[src/verilog/sbs_pkg.sv]
// constants and carrier types for the sram boundary scan test port
package sbs_pkg;
   localparam int IR_W = 3;
   localparam int BSR_W = 107;
   localparam int ID_W = 32;
   localparam int RESET_TMS_EDGES = 5;
   // instruction codes
   localparam logic [2:0] INS_EXTEST = 3'h0;
   localparam logic [2:0] INS_IDCODE = 3'h1;
   localparam logic [2:0] INS_SAMPLE_Z = 3'h2;
   localparam logic [2:0] INS_SAMPLE = 3'h4;
   localparam logic [2:0] INS_BYPASS = 3'h7;
   localparam logic [2:0] IR_RESET = INS_IDCODE;
   localparam logic [1:0] IR_CAPTURE_LSB = 2'h1;
   // identification word, value arbitrary
   localparam logic [31:0] ID_CODE = 32'h0000_0001;

   typedef enum {
      ST_RESET, ST_IDLE, ST_SEL_DR, ST_CAP_DR, ST_SHIFT_DR, ST_EXIT1_DR,
      ST_PAUSE_DR, ST_EXIT2_DR, ST_UPD_DR, ST_SEL_IR, ST_CAP_IR,
      ST_SHIFT_IR, ST_EXIT1_IR, ST_PAUSE_IR, ST_EXIT2_IR, ST_UPD_IR
   } sbs_state_type;

   // sampled link inputs
   typedef struct packed {
      logic tck;
      logic tms;
      logic tdi;
   } sbs_link_type;
endpackage : sbs_pkg

[src/verilog/sbs_fsm.sv]
// test port controller state machine
`timescale 1ns/1ns
module sbs_fsm (
   input wire logic sys_clk_i,
   input wire logic sys_rst_i,
   input wire logic rise_i,
   input wire logic tms_i,
   output sbs_pkg::sbs_state_type state_o
);
   sbs_pkg::sbs_state_type state_r;
   sbs_pkg::sbs_state_type state_nxt;

   // sixteen states, stepped only on a test clock rising edge
   always_comb begin
      state_nxt = state_r;
      if (rise_i) begin
         case (state_r)
            sbs_pkg::ST_RESET:
               state_nxt = tms_i ? sbs_pkg::ST_RESET : sbs_pkg::ST_IDLE;
            sbs_pkg::ST_IDLE:
               state_nxt = tms_i ? sbs_pkg::ST_SEL_DR : sbs_pkg::ST_IDLE;
            sbs_pkg::ST_SEL_DR:
               state_nxt = tms_i ? sbs_pkg::ST_SEL_IR : sbs_pkg::ST_CAP_DR;
            sbs_pkg::ST_CAP_DR:
               state_nxt = tms_i ? sbs_pkg::ST_EXIT1_DR : sbs_pkg::ST_SHIFT_DR;
            sbs_pkg::ST_SHIFT_DR:
               state_nxt = tms_i ? sbs_pkg::ST_EXIT1_DR : sbs_pkg::ST_SHIFT_DR;
            sbs_pkg::ST_EXIT1_DR:
               state_nxt = tms_i ? sbs_pkg::ST_UPD_DR : sbs_pkg::ST_PAUSE_DR;
            sbs_pkg::ST_PAUSE_DR:
               state_nxt = tms_i ? sbs_pkg::ST_EXIT2_DR : sbs_pkg::ST_PAUSE_DR;
            sbs_pkg::ST_EXIT2_DR:
               state_nxt = tms_i ? sbs_pkg::ST_UPD_DR : sbs_pkg::ST_SHIFT_DR;
            sbs_pkg::ST_UPD_DR:
               state_nxt = tms_i ? sbs_pkg::ST_SEL_DR : sbs_pkg::ST_IDLE;
            sbs_pkg::ST_SEL_IR:
               state_nxt = tms_i ? sbs_pkg::ST_RESET : sbs_pkg::ST_CAP_IR;
            sbs_pkg::ST_CAP_IR:
               state_nxt = tms_i ? sbs_pkg::ST_EXIT1_IR : sbs_pkg::ST_SHIFT_IR;
            sbs_pkg::ST_SHIFT_IR:
               state_nxt = tms_i ? sbs_pkg::ST_EXIT1_IR : sbs_pkg::ST_SHIFT_IR;
            sbs_pkg::ST_EXIT1_IR:
               state_nxt = tms_i ? sbs_pkg::ST_UPD_IR : sbs_pkg::ST_PAUSE_IR;
            sbs_pkg::ST_PAUSE_IR:
               state_nxt = tms_i ? sbs_pkg::ST_EXIT2_IR : sbs_pkg::ST_PAUSE_IR;
            sbs_pkg::ST_EXIT2_IR:
               state_nxt = tms_i ? sbs_pkg::ST_UPD_IR : sbs_pkg::ST_SHIFT_IR;
            sbs_pkg::ST_UPD_IR:
               state_nxt = tms_i ? sbs_pkg::ST_SEL_DR : sbs_pkg::ST_IDLE;
            default:
               state_nxt = sbs_pkg::ST_RESET;
         endcase
      end
   end

   always_ff @(posedge sys_clk_i) begin
      if (sys_rst_i) begin
         state_r <= sbs_pkg::ST_RESET;
      end else begin
         state_r <= state_nxt;
      end
   end

   assign state_o = state_r;

   stay_still_a: assert property (
      @(posedge sys_clk_i) disable iff (sys_rst_i)
      !rise_i |=> state_r == $past(state_r))
      else $error("state moved without a test clock rise");
   sel_ir_exit_a: assert property (
      @(posedge sys_clk_i) disable iff (sys_rst_i)
      rise_i && tms_i && state_r == sbs_pkg::ST_SEL_IR
      |=> state_r == sbs_pkg::ST_RESET)
      else $error("select-ir with tms high did not reach reset");
endmodule : sbs_fsm

[src/verilog/sbs_tap.sv]
// sram boundary scan test access port
// Behaviour
// - controller plus ir, boundary, bypass, id registers
// - inputs sampled on test clock rise only
// - tdo and outputs_hiz_o change on test clock fall only
// - tms level at rise picks the transition
// - still test clock never advances controller
// - undriven tdi and tms read high
// - controller starts in reset without help
// - coexists with compliant ports on shared chain
// - five tms-high rises reach reset state
// - three-bit ir loads id instruction on reset
// - capture-ir loads 01 into low bits
// - shift in at msb, out at lsb
`timescale 1ns/1ns
module sbs_tap (
   input wire logic sys_clk_i,
   input wire logic sys_rst_i,
   input wire logic tck_i,
   input wire logic tms_i,
   input wire logic tms_oe_n_i,
   input wire logic tdi_i,
   input wire logic tdi_oe_n_i,
   input wire logic [sbs_pkg::BSR_W-1:0] ring_i,
   output logic tdo_o,
   output logic tdo_oe_n_o,
   output logic outputs_hiz_o,
   output logic [sbs_pkg::IR_W-1:0] instr_o
);
   sbs_pkg::sbs_link_type meta_r, sync_r, link_nxt, link_r;
   logic rise, fall;
   sbs_pkg::sbs_state_type state;
   logic [sbs_pkg::BSR_W-1:0] ring_meta_r, ring_sync_r;

   // pull-ups: an undriven pin (enable high) reads as one
   always_comb begin
      link_nxt.tck = tck_i;
      link_nxt.tms = tms_oe_n_i ? 1'b1 : tms_i;
      link_nxt.tdi = tdi_oe_n_i ? 1'b1 : tdi_i;
   end

   // two-stage synchroniser, then an edge history stage
   always_ff @(posedge sys_clk_i) begin
      if (sys_rst_i) begin
         meta_r <= 3'h3;
         sync_r <= 3'h3;
         link_r <= 3'h3;
         ring_meta_r <= '0;
         ring_sync_r <= '0;
      end else begin
         meta_r <= link_nxt;
         sync_r <= meta_r;
         link_r <= sync_r;
         ring_meta_r <= ring_i;
         ring_sync_r <= ring_meta_r;
      end
   end

   assign rise = sync_r.tck & ~link_r.tck;
   assign fall = ~sync_r.tck & link_r.tck;

   sbs_fsm u_fsm (
      .sys_clk_i(sys_clk_i),
      .sys_rst_i(sys_rst_i),
      .rise_i(rise),
      .tms_i(sync_r.tms),
      .state_o(state)
   );

   logic [sbs_pkg::IR_W-1:0] ir_sh_r, ir_sh_nxt, ir_r, ir_nxt;
   logic [sbs_pkg::BSR_W-1:0] bsr_r, bsr_nxt;
   logic [sbs_pkg::ID_W-1:0] id_r, id_nxt;
   logic byp_r, byp_nxt;
   logic tdo_nxt, tdo_oe_n_nxt, hiz_nxt;
   logic [2:0] tms_cnt_r, tms_cnt_nxt;

   function automatic logic is_bsr(input logic [2:0] ins);
      is_bsr = ins == sbs_pkg::INS_EXTEST || ins == sbs_pkg::INS_SAMPLE_Z
         || ins == sbs_pkg::INS_SAMPLE;
   endfunction : is_bsr

   // register capture and shift on rise, output on fall
   always_comb begin
      ir_sh_nxt = ir_sh_r;
      ir_nxt = ir_r;
      bsr_nxt = bsr_r;
      id_nxt = id_r;
      byp_nxt = byp_r;
      tdo_nxt = tdo_o;
      tdo_oe_n_nxt = tdo_oe_n_o;
      hiz_nxt = outputs_hiz_o;
      tms_cnt_nxt = tms_cnt_r;
      if (rise) begin
         tms_cnt_nxt = !sync_r.tms ? 3'h0 :
            (tms_cnt_r == 3'(sbs_pkg::RESET_TMS_EDGES) ? tms_cnt_r :
             tms_cnt_r + 3'h1);
         case (state)
            sbs_pkg::ST_RESET: begin
               ir_nxt = sbs_pkg::IR_RESET;
            end
            sbs_pkg::ST_CAP_IR: begin
               ir_sh_nxt = {ir_r[2], sbs_pkg::IR_CAPTURE_LSB};
            end
            sbs_pkg::ST_SHIFT_IR: begin
               ir_sh_nxt = {sync_r.tdi, ir_sh_r[2:1]};
            end
            sbs_pkg::ST_UPD_IR: begin
               ir_nxt = ir_sh_r;
            end
            sbs_pkg::ST_CAP_DR: begin
               if (ir_r == sbs_pkg::INS_IDCODE) id_nxt = sbs_pkg::ID_CODE;
               else if (is_bsr(ir_r)) bsr_nxt = ring_sync_r;
               else byp_nxt = 1'b0;
            end
            sbs_pkg::ST_SHIFT_DR: begin
               if (ir_r == sbs_pkg::INS_IDCODE)
                  id_nxt = {sync_r.tdi, id_r[sbs_pkg::ID_W-1:1]};
               else if (is_bsr(ir_r))
                  bsr_nxt = {sync_r.tdi, bsr_r[sbs_pkg::BSR_W-1:1]};
               else
                  byp_nxt = sync_r.tdi;
            end
            default: begin
            end
         endcase
      end
      if (fall) begin
         tdo_oe_n_nxt = !(state == sbs_pkg::ST_SHIFT_IR
            || state == sbs_pkg::ST_SHIFT_DR);
         if (state == sbs_pkg::ST_SHIFT_IR) tdo_nxt = ir_sh_r[0];
         else if (ir_r == sbs_pkg::INS_IDCODE) tdo_nxt = id_r[0];
         else if (is_bsr(ir_r)) tdo_nxt = bsr_r[0];
         else tdo_nxt = byp_r;
         hiz_nxt = ir_r == sbs_pkg::INS_SAMPLE_Z;
      end
      // id instruction held while the controller rests in reset
      if (state == sbs_pkg::ST_RESET) begin
         ir_nxt = sbs_pkg::IR_RESET;
      end
   end

   always_ff @(posedge sys_clk_i) begin
      if (sys_rst_i) begin
         ir_sh_r <= sbs_pkg::IR_RESET;
         ir_r <= sbs_pkg::IR_RESET;
         bsr_r <= '0;
         id_r <= '0;
         byp_r <= 1'b0;
         tdo_o <= 1'b1;
         tdo_oe_n_o <= 1'b1;
         outputs_hiz_o <= 1'b0;
         tms_cnt_r <= 3'h0;
      end else begin
         ir_sh_r <= ir_sh_nxt;
         ir_r <= ir_nxt;
         bsr_r <= bsr_nxt;
         id_r <= id_nxt;
         byp_r <= byp_nxt;
         tdo_o <= tdo_nxt;
         tdo_oe_n_o <= tdo_oe_n_nxt;
         outputs_hiz_o <= hiz_nxt;
         tms_cnt_r <= tms_cnt_nxt;
      end
   end

   assign instr_o = ir_r;

   five_high_a: assert property (
      @(posedge sys_clk_i) disable iff (sys_rst_i)
      tms_cnt_r == 3'(sbs_pkg::RESET_TMS_EDGES)
      |-> state == sbs_pkg::ST_RESET)
      else $error("five tms high rises without reset state");
   tdo_fall_a: assert property (
      @(posedge sys_clk_i) disable iff (sys_rst_i)
      !fall |=> $stable(tdo_o) && $stable(tdo_oe_n_o))
      else $error("tdo changed away from a test clock fall");
   tdo_shift_a: assert property (
      @(posedge sys_clk_i) disable iff (sys_rst_i)
      !tdo_oe_n_o |-> $past(state) == sbs_pkg::ST_SHIFT_IR
      || $past(state) == sbs_pkg::ST_SHIFT_DR || !$past(fall))
      else $error("tdo enabled outside a shift state");
   tdo_off_a: assert property (
      @(posedge sys_clk_i) disable iff (sys_rst_i)
      fall && state != sbs_pkg::ST_SHIFT_IR && state != sbs_pkg::ST_SHIFT_DR
      |=> tdo_oe_n_o)
      else $error("tdo left driven outside a shift state");
   tdo_lsb_a: assert property (
      @(posedge sys_clk_i) disable iff (sys_rst_i)
      fall && state == sbs_pkg::ST_SHIFT_IR |=> tdo_o == $past(ir_sh_r[0]))
      else $error("tdo not taken from the lsb");
   reset_ir_a: assert property (
      @(posedge sys_clk_i) disable iff (sys_rst_i)
      state == sbs_pkg::ST_RESET |=> ir_r == sbs_pkg::IR_RESET)
      else $error("instruction not reloaded in reset state");
   cap_ir_a: assert property (
      @(posedge sys_clk_i) disable iff (sys_rst_i)
      rise && state == sbs_pkg::ST_CAP_IR
      |=> ir_sh_r[1:0] == sbs_pkg::IR_CAPTURE_LSB)
      else $error("capture did not load 01");
   shift_in_a: assert property (
      @(posedge sys_clk_i) disable iff (sys_rst_i)
      rise && state == sbs_pkg::ST_SHIFT_IR
      |=> ir_sh_r[2] == $past(sync_r.tdi))
      else $error("serial input not at msb");
   id_cap_a: assert property (
      @(posedge sys_clk_i) disable iff (sys_rst_i)
      rise && state == sbs_pkg::ST_CAP_DR && ir_r == sbs_pkg::INS_IDCODE
      |=> id_r == sbs_pkg::ID_CODE)
      else $error("id word not captured");
   bsr_cap_a: assert property (
      @(posedge sys_clk_i) disable iff (sys_rst_i)
      rise && state == sbs_pkg::ST_CAP_DR && is_bsr(ir_r)
      |=> bsr_r == $past(ring_sync_r))
      else $error("pin ring not captured");
   byp_cap_a: assert property (
      @(posedge sys_clk_i) disable iff (sys_rst_i)
      rise && state == sbs_pkg::ST_CAP_DR && ir_r == sbs_pkg::INS_BYPASS
      |=> !byp_r)
      else $error("bypass bit not cleared on capture");
   rise_only_a: assert property (
      @(posedge sys_clk_i) disable iff (sys_rst_i)
      !rise |=> $stable(ir_sh_r) && $stable(byp_r))
      else $error("register moved without a test clock rise");
   pullup_a: assert property (
      @(posedge sys_clk_i) disable iff (sys_rst_i)
      tms_oe_n_i |-> ##2 sync_r.tms)
      else $error("undriven tms not read high");
   tdi_pullup_a: assert property (
      @(posedge sys_clk_i) disable iff (sys_rst_i)
      tdi_oe_n_i |-> ##2 sync_r.tdi)
      else $error("undriven tdi not read high");
endmodule : sbs_tap
[config.mk]
export PLATFORM = sky130hd
export DESIGN_NAME = sbs_tap
export DESIGN_NICKNAME = d
export VERILOG_FILES = /design/src/verilog/sbs_pkg.sv /design/src/verilog/sbs_fsm.sv /design/src/verilog/sbs_tap.sv
export SDC_FILE = /design/constraint.sdc
export NUM_CORES = 1
export LEC_CHECK = 0
export BUFFER_PORTS_ARGS = -buffer_cell sky130_fd_sc_hd__buf_2
export CAP_MARGIN = 20
export CORE_ASPECT_RATIO = 0.6
export CORE_MARGIN = 1.5
export CORE_UTILIZATION = 50
export DETAILED_ROUTE_END_ITERATION = 6
export GPL_TIMING_DRIVEN = 1
export HOLD_SLACK_MARGIN = 0.05
export PLACE_DENSITY = 0.75
export SYNTH_ARGS = -nofsm -noshare
export SYNTH_HDL_FRONTEND = slang
export SYNTH_SLANG_ARGS = --single-unit
[constraint.sdc]
create_clock -name sys_clk_i -period 2.34 [get_ports sys_clk_i]
set_input_delay 0.234 -clock sys_clk_i [delete_from_list [all_inputs] [get_ports sys_clk_i]]
set_output_delay 0.234 -clock sys_clk_i [all_outputs]
set_load 0.02 [all_outputs]
* Yosys cells after proc, flatten, opt, wreduce, memory -nomap -nowiden
Index checks and enable logic that the tools add are counted.
** Storage, ports and cells
- Register bits after elaboration :: 402
- RAM bits :: 0
- Input port bits :: 114
- Memories :: 0
- Output and inout bits :: 6
- Bits in latches :: 0
- ROM bits :: 0
** Operators by class
- Bitwise logic cells :: 4
- Equal/unequal tests :: 28
- Divide/modulo/power cells :: 0
- Multipliers :: 0
- Shifts and indexed selects :: 0
- Order comparisons :: 0
- Reductions and logical operators :: 21
- Multiplexer cells :: 31
- Add/subtract/negate cells :: 0
** Operators with widths (count)
- 107-bit two-way mux :: 4
- 32-bit one-hot mux with 12 select lines :: 1
- 32-bit by 4-bit equality test with 1-bit output (second input constant) :: 9
- 107-bit one-hot mux with 2 select lines :: 1
- 32-bit by 3-bit equality test with 1-bit output (second input constant) :: 4
- 32-bit by 2-bit equality test with 1-bit output (second input constant) :: 2
- 32-bit logical NOT :: 2
- 32-bit two-way mux :: 2
- 32-bit one-hot mux with 2 select lines :: 1
- 32-bit by 1-bit equality test with 1-bit output (second input constant) :: 1
- 32-bit by 5-bit equality test with 1-bit output (second input constant) :: 1
- 4-bit two-way mux :: 4
- 2-bit != test (second input constant) :: 8
- 3-bit one-hot mux with 2 select lines :: 2
- 6-bit AND reduction :: 2
- 1-bit two-way mux :: 10
- 2-bit OR reduction :: 5
- 2-bit two-way mux :: 3
- 3-bit two-way mux :: 2
- 2-bit nonzero test :: 3
- 2-bit AND reduction :: 2
- 4-bit AND reduction :: 1
- 3-bit by 1-bit equality test with 1-bit output (second input constant) :: 1
- 3-bit by 2-bit equality test with 1-bit output (second input constant) :: 1
- 8 further kinds :: 12

* Depth between registers and ports, before layout
- Word-level depth :: 6
- Depth in mapped cells :: 7
- Depth with buffers taken out :: 4

* Cells and area by module
Synthesis repeated with hierarchy kept, for this count alone.
** Second synthesis, totals
- Cell total of the unflattened synthesis :: 1210
- Area, all modules :: 13072.5 sq um
** By module, submodules not included
- sbs_tap :: instances 1, seq. area each 7407.1 sq um, area an instance 12454.4 sq um, cells each 1136
- sbs_fsm :: instances 1, seq. area each 80.1 sq um, area an instance 618.1 sq um, cells each 74

* Least setup slack after synthesis
No wires, ideal clock.
- Kind :: register -> register
- Start :: reg ir_r (netlist bit instr_o[0])
- End :: reg id_r[10] (netlist name)
- Buffers on the path :: 2
- Clock period less this slack :: 2090 ps
- Stages on the path, launching flop included :: 7
- Path slack :: 250 ps
- Data arrival time :: 1958 ps
- Path through :: dfxtp_1 clkbuf_1 or3b_2 a2111o_1 clkbuf_1 nand2_1 a21oi_1
** Between the ends
- Cells in the longest elaborated chain, start to end :: 3
- Elaborated cells on any way between the ends :: 4
- Classes of those cells :: eq/ne: 3; reduce/logical: 1
** Ends and longest elaborated chain
- start: declaration :: line sbs_tap.sv:70 : logic [sbs_pkg::IR_W-1:0] ir_sh_r, ir_sh_nxt, ir_r, ir_nxt;
- start signal: assignment :: line sbs_tap.sv:145 : ir_r <= sbs_pkg::IR_RESET;
- start signal: assignment :: line sbs_tap.sv:155 : ir_r <= ir_nxt;
- 3-bit by 1-bit equality test with 1-bit output (*) :: line sbs_tap.sv:111, sbs_tap.sv:116
- 2-bit != test (no line)
- 4-bit AND reduction (no line) (*)
- end signal: assignment :: line sbs_tap.sv:157 : id_r <= id_nxt;
- end: declaration :: line sbs_tap.sv:72 : logic [sbs_pkg::ID_W-1:0] id_r, id_nxt;
Mark *: on every way between the ends. The rest lies on a longest branch, timed or not.
A chain may end at the register's enable or synchronous reset.

* Worst setup path after layout
- Start :: reg u_fsm.state_r[0] (netlist: u_fsm.state_o[0])
- End :: reg bsr_r[9] (netlist name)
** Between the ends
- Cells in the longest elaborated chain, start to end :: 3
- Elaborated cells on any way between the ends :: 9
- Classes of those cells :: eq/ne: 6; mux: 1; reduce/logical: 2
** Ends and longest elaborated chain
- start: declaration :: line sbs_fsm.sv:10 : sbs_pkg::sbs_state_type state_r;
- start signal: assignment :: line sbs_fsm.sv:58 : state_r <= sbs_pkg::ST_RESET;
- start signal: assignment :: line sbs_fsm.sv:60 : state_r <= state_nxt;
- 32-bit by 3-bit equality test with 1-bit output / 32-bit by 2-bit equality test with 1-bit output (equally long branches) :: line sbs_tap.sv:97 : case (state)
- 2-bit != test (no line) / 2-bit nonzero test (equally long branches)
- 6-bit AND reduction (no line)
- end signal: assignment :: line sbs_tap.sv:156 : bsr_r <= bsr_nxt;
- end: declaration :: line sbs_tap.sv:71 : logic [sbs_pkg::BSR_W-1:0] bsr_r, bsr_nxt;
Several ways; a longest one is shown, not always the timed one.

==> key figures <==
Global routing
  • Initial antenna violation count: 0
  • Gr usage total: 0.195
  • Largest net degree at the start of global routing: roughly 130
  • Grt total ovfl: 0
  • Number of global-route vias before repair: roughly 9000
  • First-pass GRT wire length: 41.7 mm

Clocking
  • Clk sinks: about 370
  • Clock Latency Late Sink: approximately 0.51 ns
  • Clk root buf: clkbuf_16
  • Post-CTS Setup Bufs: 0
  • CTS tree: built
  • CTS buffer count: 34
  • Htree depth: 2
  • Clock tree buffer depth: 3
  • CTS clk-pin slew, worst paths: around 0.070 ns

Die
  • Die H: approximately 130 µm
  • Die width: 207 µm
  • Core area: between 20000 and 25000 µm²
  • Die area: about 26000 µm²
  • Initial Utilization: 0.513
  • Top Ports: 120
  • Cell row count: 44

Placement
  • DP HPWL: 14.0 mm
  • Place WS: around 0.21 ns
  • PortBufs: 119
  • GPL Wtd Cong: around 0.74

Routing
  • Routed vias: just over 9000
  • Via density: 5.01
  • Detail Route Antenna Nets: 0
  • Routed WL: between 20 and 30 mm
  • Drc violations: 0
  • Drt initial violations: approximately 700
  • DRT Pass-1 Iters: 6
  • WL/cell: between 10 and 15 µm

Cells and area
  • NumNets Final: 1621
  • Ant. Diodes: 0
  • Area growth, synth to finish: 26.2%
  • Share of cells above drive strength 1: 0.140
  • Final Util: 0.647

STA
  • Clock Skews: between 0.02 and 0.03 ns
  • Final setup TNS: 0 ns
  • Slew Limit Fails: 0
  • Minimum clock period: 2.16 ns
  • Slew of the pin with the lowest slew margin: 0.822 ns
  • Setup ws final: roughly 0.18 ns
  • # setup viols final: 0
  • Fmax: around 0.46 GHz
  • Final Cycle Share: 0.922
  • RSZ-0062 raised after global routing: false
  • Rel. slew slack: 0.452
  • Fin. Hold Viols: 0

Pwr
  • Flop pwr share: 0.513
  • Max IR drop VDD: 0.556 mV
  • Total Power: about 13 mW
  • Pwr per Cell Area: 816 nW/µm²
  • Combinational power share: 0.044
  • Clock power frac: 0.443
  • Switching power share of the total: 0.203
  • Pleak: ~5.7 nW
  • Pint: about 10 mW
  • P_sw: roughly 2.6 mW

Synth
  • #FFs+latches synth: approximately 370
  • Yosys warning count: 0
  • Number of distinct library cells after synthesis: 40
  • Most common cell in the netlist: dfxtp_1
  • Avg Inst Size Synth: around 9.5 µm²
  • Seq/Total Area, Yosys: 0.600
  • Prevailing post-synth register cell: dfxtp_1
  • Post-Syn Nets: between 1000 and 1500
  • Async SR Flop Fraction: 0
  • EDFF count, synth: 0
  • Top cells by area, synth: dfxtp_1 (60%), nor2b_1 (11%), a311oi_1 (7.6%)
  • Cells after Synth: between 1000 and 1500
  • Post-Syn Area: approximately 12000 µm²
  • Commonest cells post-synth: dfxtp_1 (374), nand2_1 (249), nor2b_1 (219)
  • Post-synth top area share: 0.600
  • Yosys top cell by area: dfxtp_1

Worst hold path
  • Hold Crit Class: primary input to register
  • Worst Hold End: ring_meta_r[46]
  • Hold path startpoint: sys_rst_i
  • Hold Crit Depth: 2

Critical path
  • Startpoint Class: register
  • Worst Path Class, Setup: register to register
  • Crit Path Max Fanout: 33
  • Critical path endpoint category: register
  • Reg-to-reg endpoint: bsr_r[9]
  • R2R setup slack: ~0.18 ns
  • WP data required: about 2.7 ns
  • Critical Path AT: 2.54 ns
  • Depth of the most critical reg-to-reg path: 6
  • R2R Path Start: u_fsm.state_o[0]

Job
  • Max Cap Viol: 0

Status
  • Status: finished, final reports clean
[placed cells by master, fill, tap and decap left out, types with 6 or more instances in the layout]
cell type / n
nand3_1: 33
clkbuf_8: 6
nand2_1: 249
nor2_1: 120
buf_12: 13
dfxtp_1: 374
clkinv_2: 7
buf_2: 118
o21ai_0: 6
clkbuf_16: 35
dlygate4sd3_1: 112
nor3_1: 7
a311oi_1: 108
buf_4: 20
a21oi_1: 41
nor2b_1: 219
[how the worst max path moves through the flow]
| stage | startpoint | to | slack (ns) | cells past startpoint |
|---|---|---|---|---|
| 2_1_floorplan | instr_o[0] | id_r[10] | 0.25 | 6 |
| 3_3_place_gp | u_fsm.state_o[0] | bsr_r[92] | 0.29 | 6 |
| 3_5_place_dp | u_fsm.state_o[0] | bsr_r[79] | 0.21 | 6 |
| 4_1_cts | u_fsm.state_o[0] | bsr_r[9] | 0.18 | 6 |
| 5_1_grt | u_fsm.state_o[0] | bsr_r[85] | 0.04 | 6 |
| 6_report | u_fsm.state_o[0] | bsr_r[9] | 0.18 | 6 |
[power by group through the flow]
stage / sequential [mW] / combinational (mW) / clock [mW]
floorplan: 6.72 / 0.257 / 0
global route: 6.60 / 0.625 / 6.09
finish: 6.59 / 0.565 / 5.69
global placement: 6.73 / 0.406 / 0
CTS: 6.59 / 0.555 / 5.81
detailed placement: 6.74 / 0.412 / 0
[what timing repair did]
item,in CTS,in global routing
resized for setup,0,0
hold buffers,112,0
hold endpoints to repair,110,0
[metal layers]
metal	wire length, µm	GRT usage	vias up
met4	440	0.0516	0
met3	1260	0.0409	43
met2	11600	0.315	210
met1	11900	0.264	4277
li1	-	-	4751
met5	0	0	-
[cell type report]
cell class                 count  area [µm²]
multi-input combinational    830        4560
fill                        1929        8580
clock inverter                14         179
tap                          322         403
timing repair buffer         264        2140
sequential                   374        7490
inverter                       3        11.3
clock buffer                  46         977
[metrics by stage]
stage / instances / hold WS (ns) / area [µm²]
after global placement: 1681 / 0.400 / 13500
after global routing: 1853 / 0.248 / 15800
after floorplan: 1312 / 0.333 / 12500
final: 1853 / 0.220 / 15800
after detailed placement: 1681 / 0.401 / 13500
after CTS: 1853 / 0.241 / 15800
[cell families after synthesis]
logic type	after synthesis	synth area share
AOI/OAI and AO/OA	178	0.113
DFF	374	0.600
buffers and inverters	108	0.0361
muxes	1	0.000802
and+or+nand+nor	649	0.249
xor gates and xnor gates	2	0.00140
[critical path, stage by stage (launching register included)]
cell       delay [ns]
dfxtp_1          0.31
or3b_1           0.50
a2111oi_4        0.39
buf_12           0.25
buf_4            0.25
nor2_1           0.06
a311oi_1         0.25
[sequential cells by signal (all words and copies together) (netlist names)]
signal,cells
bsr_r,107
byp_r,1
id_r,32
instr_o,3
ir_sh_r,3
link_r,1
meta_r,3
outputs_hiz_o,1
ring_meta_r,107
ring_sync_r,107
sync_r,3
tdo_o,1
tdo_oe_n_o,1
u_fsm.state_o,4
No activity file was read; power rests on OpenSTA's default activity.
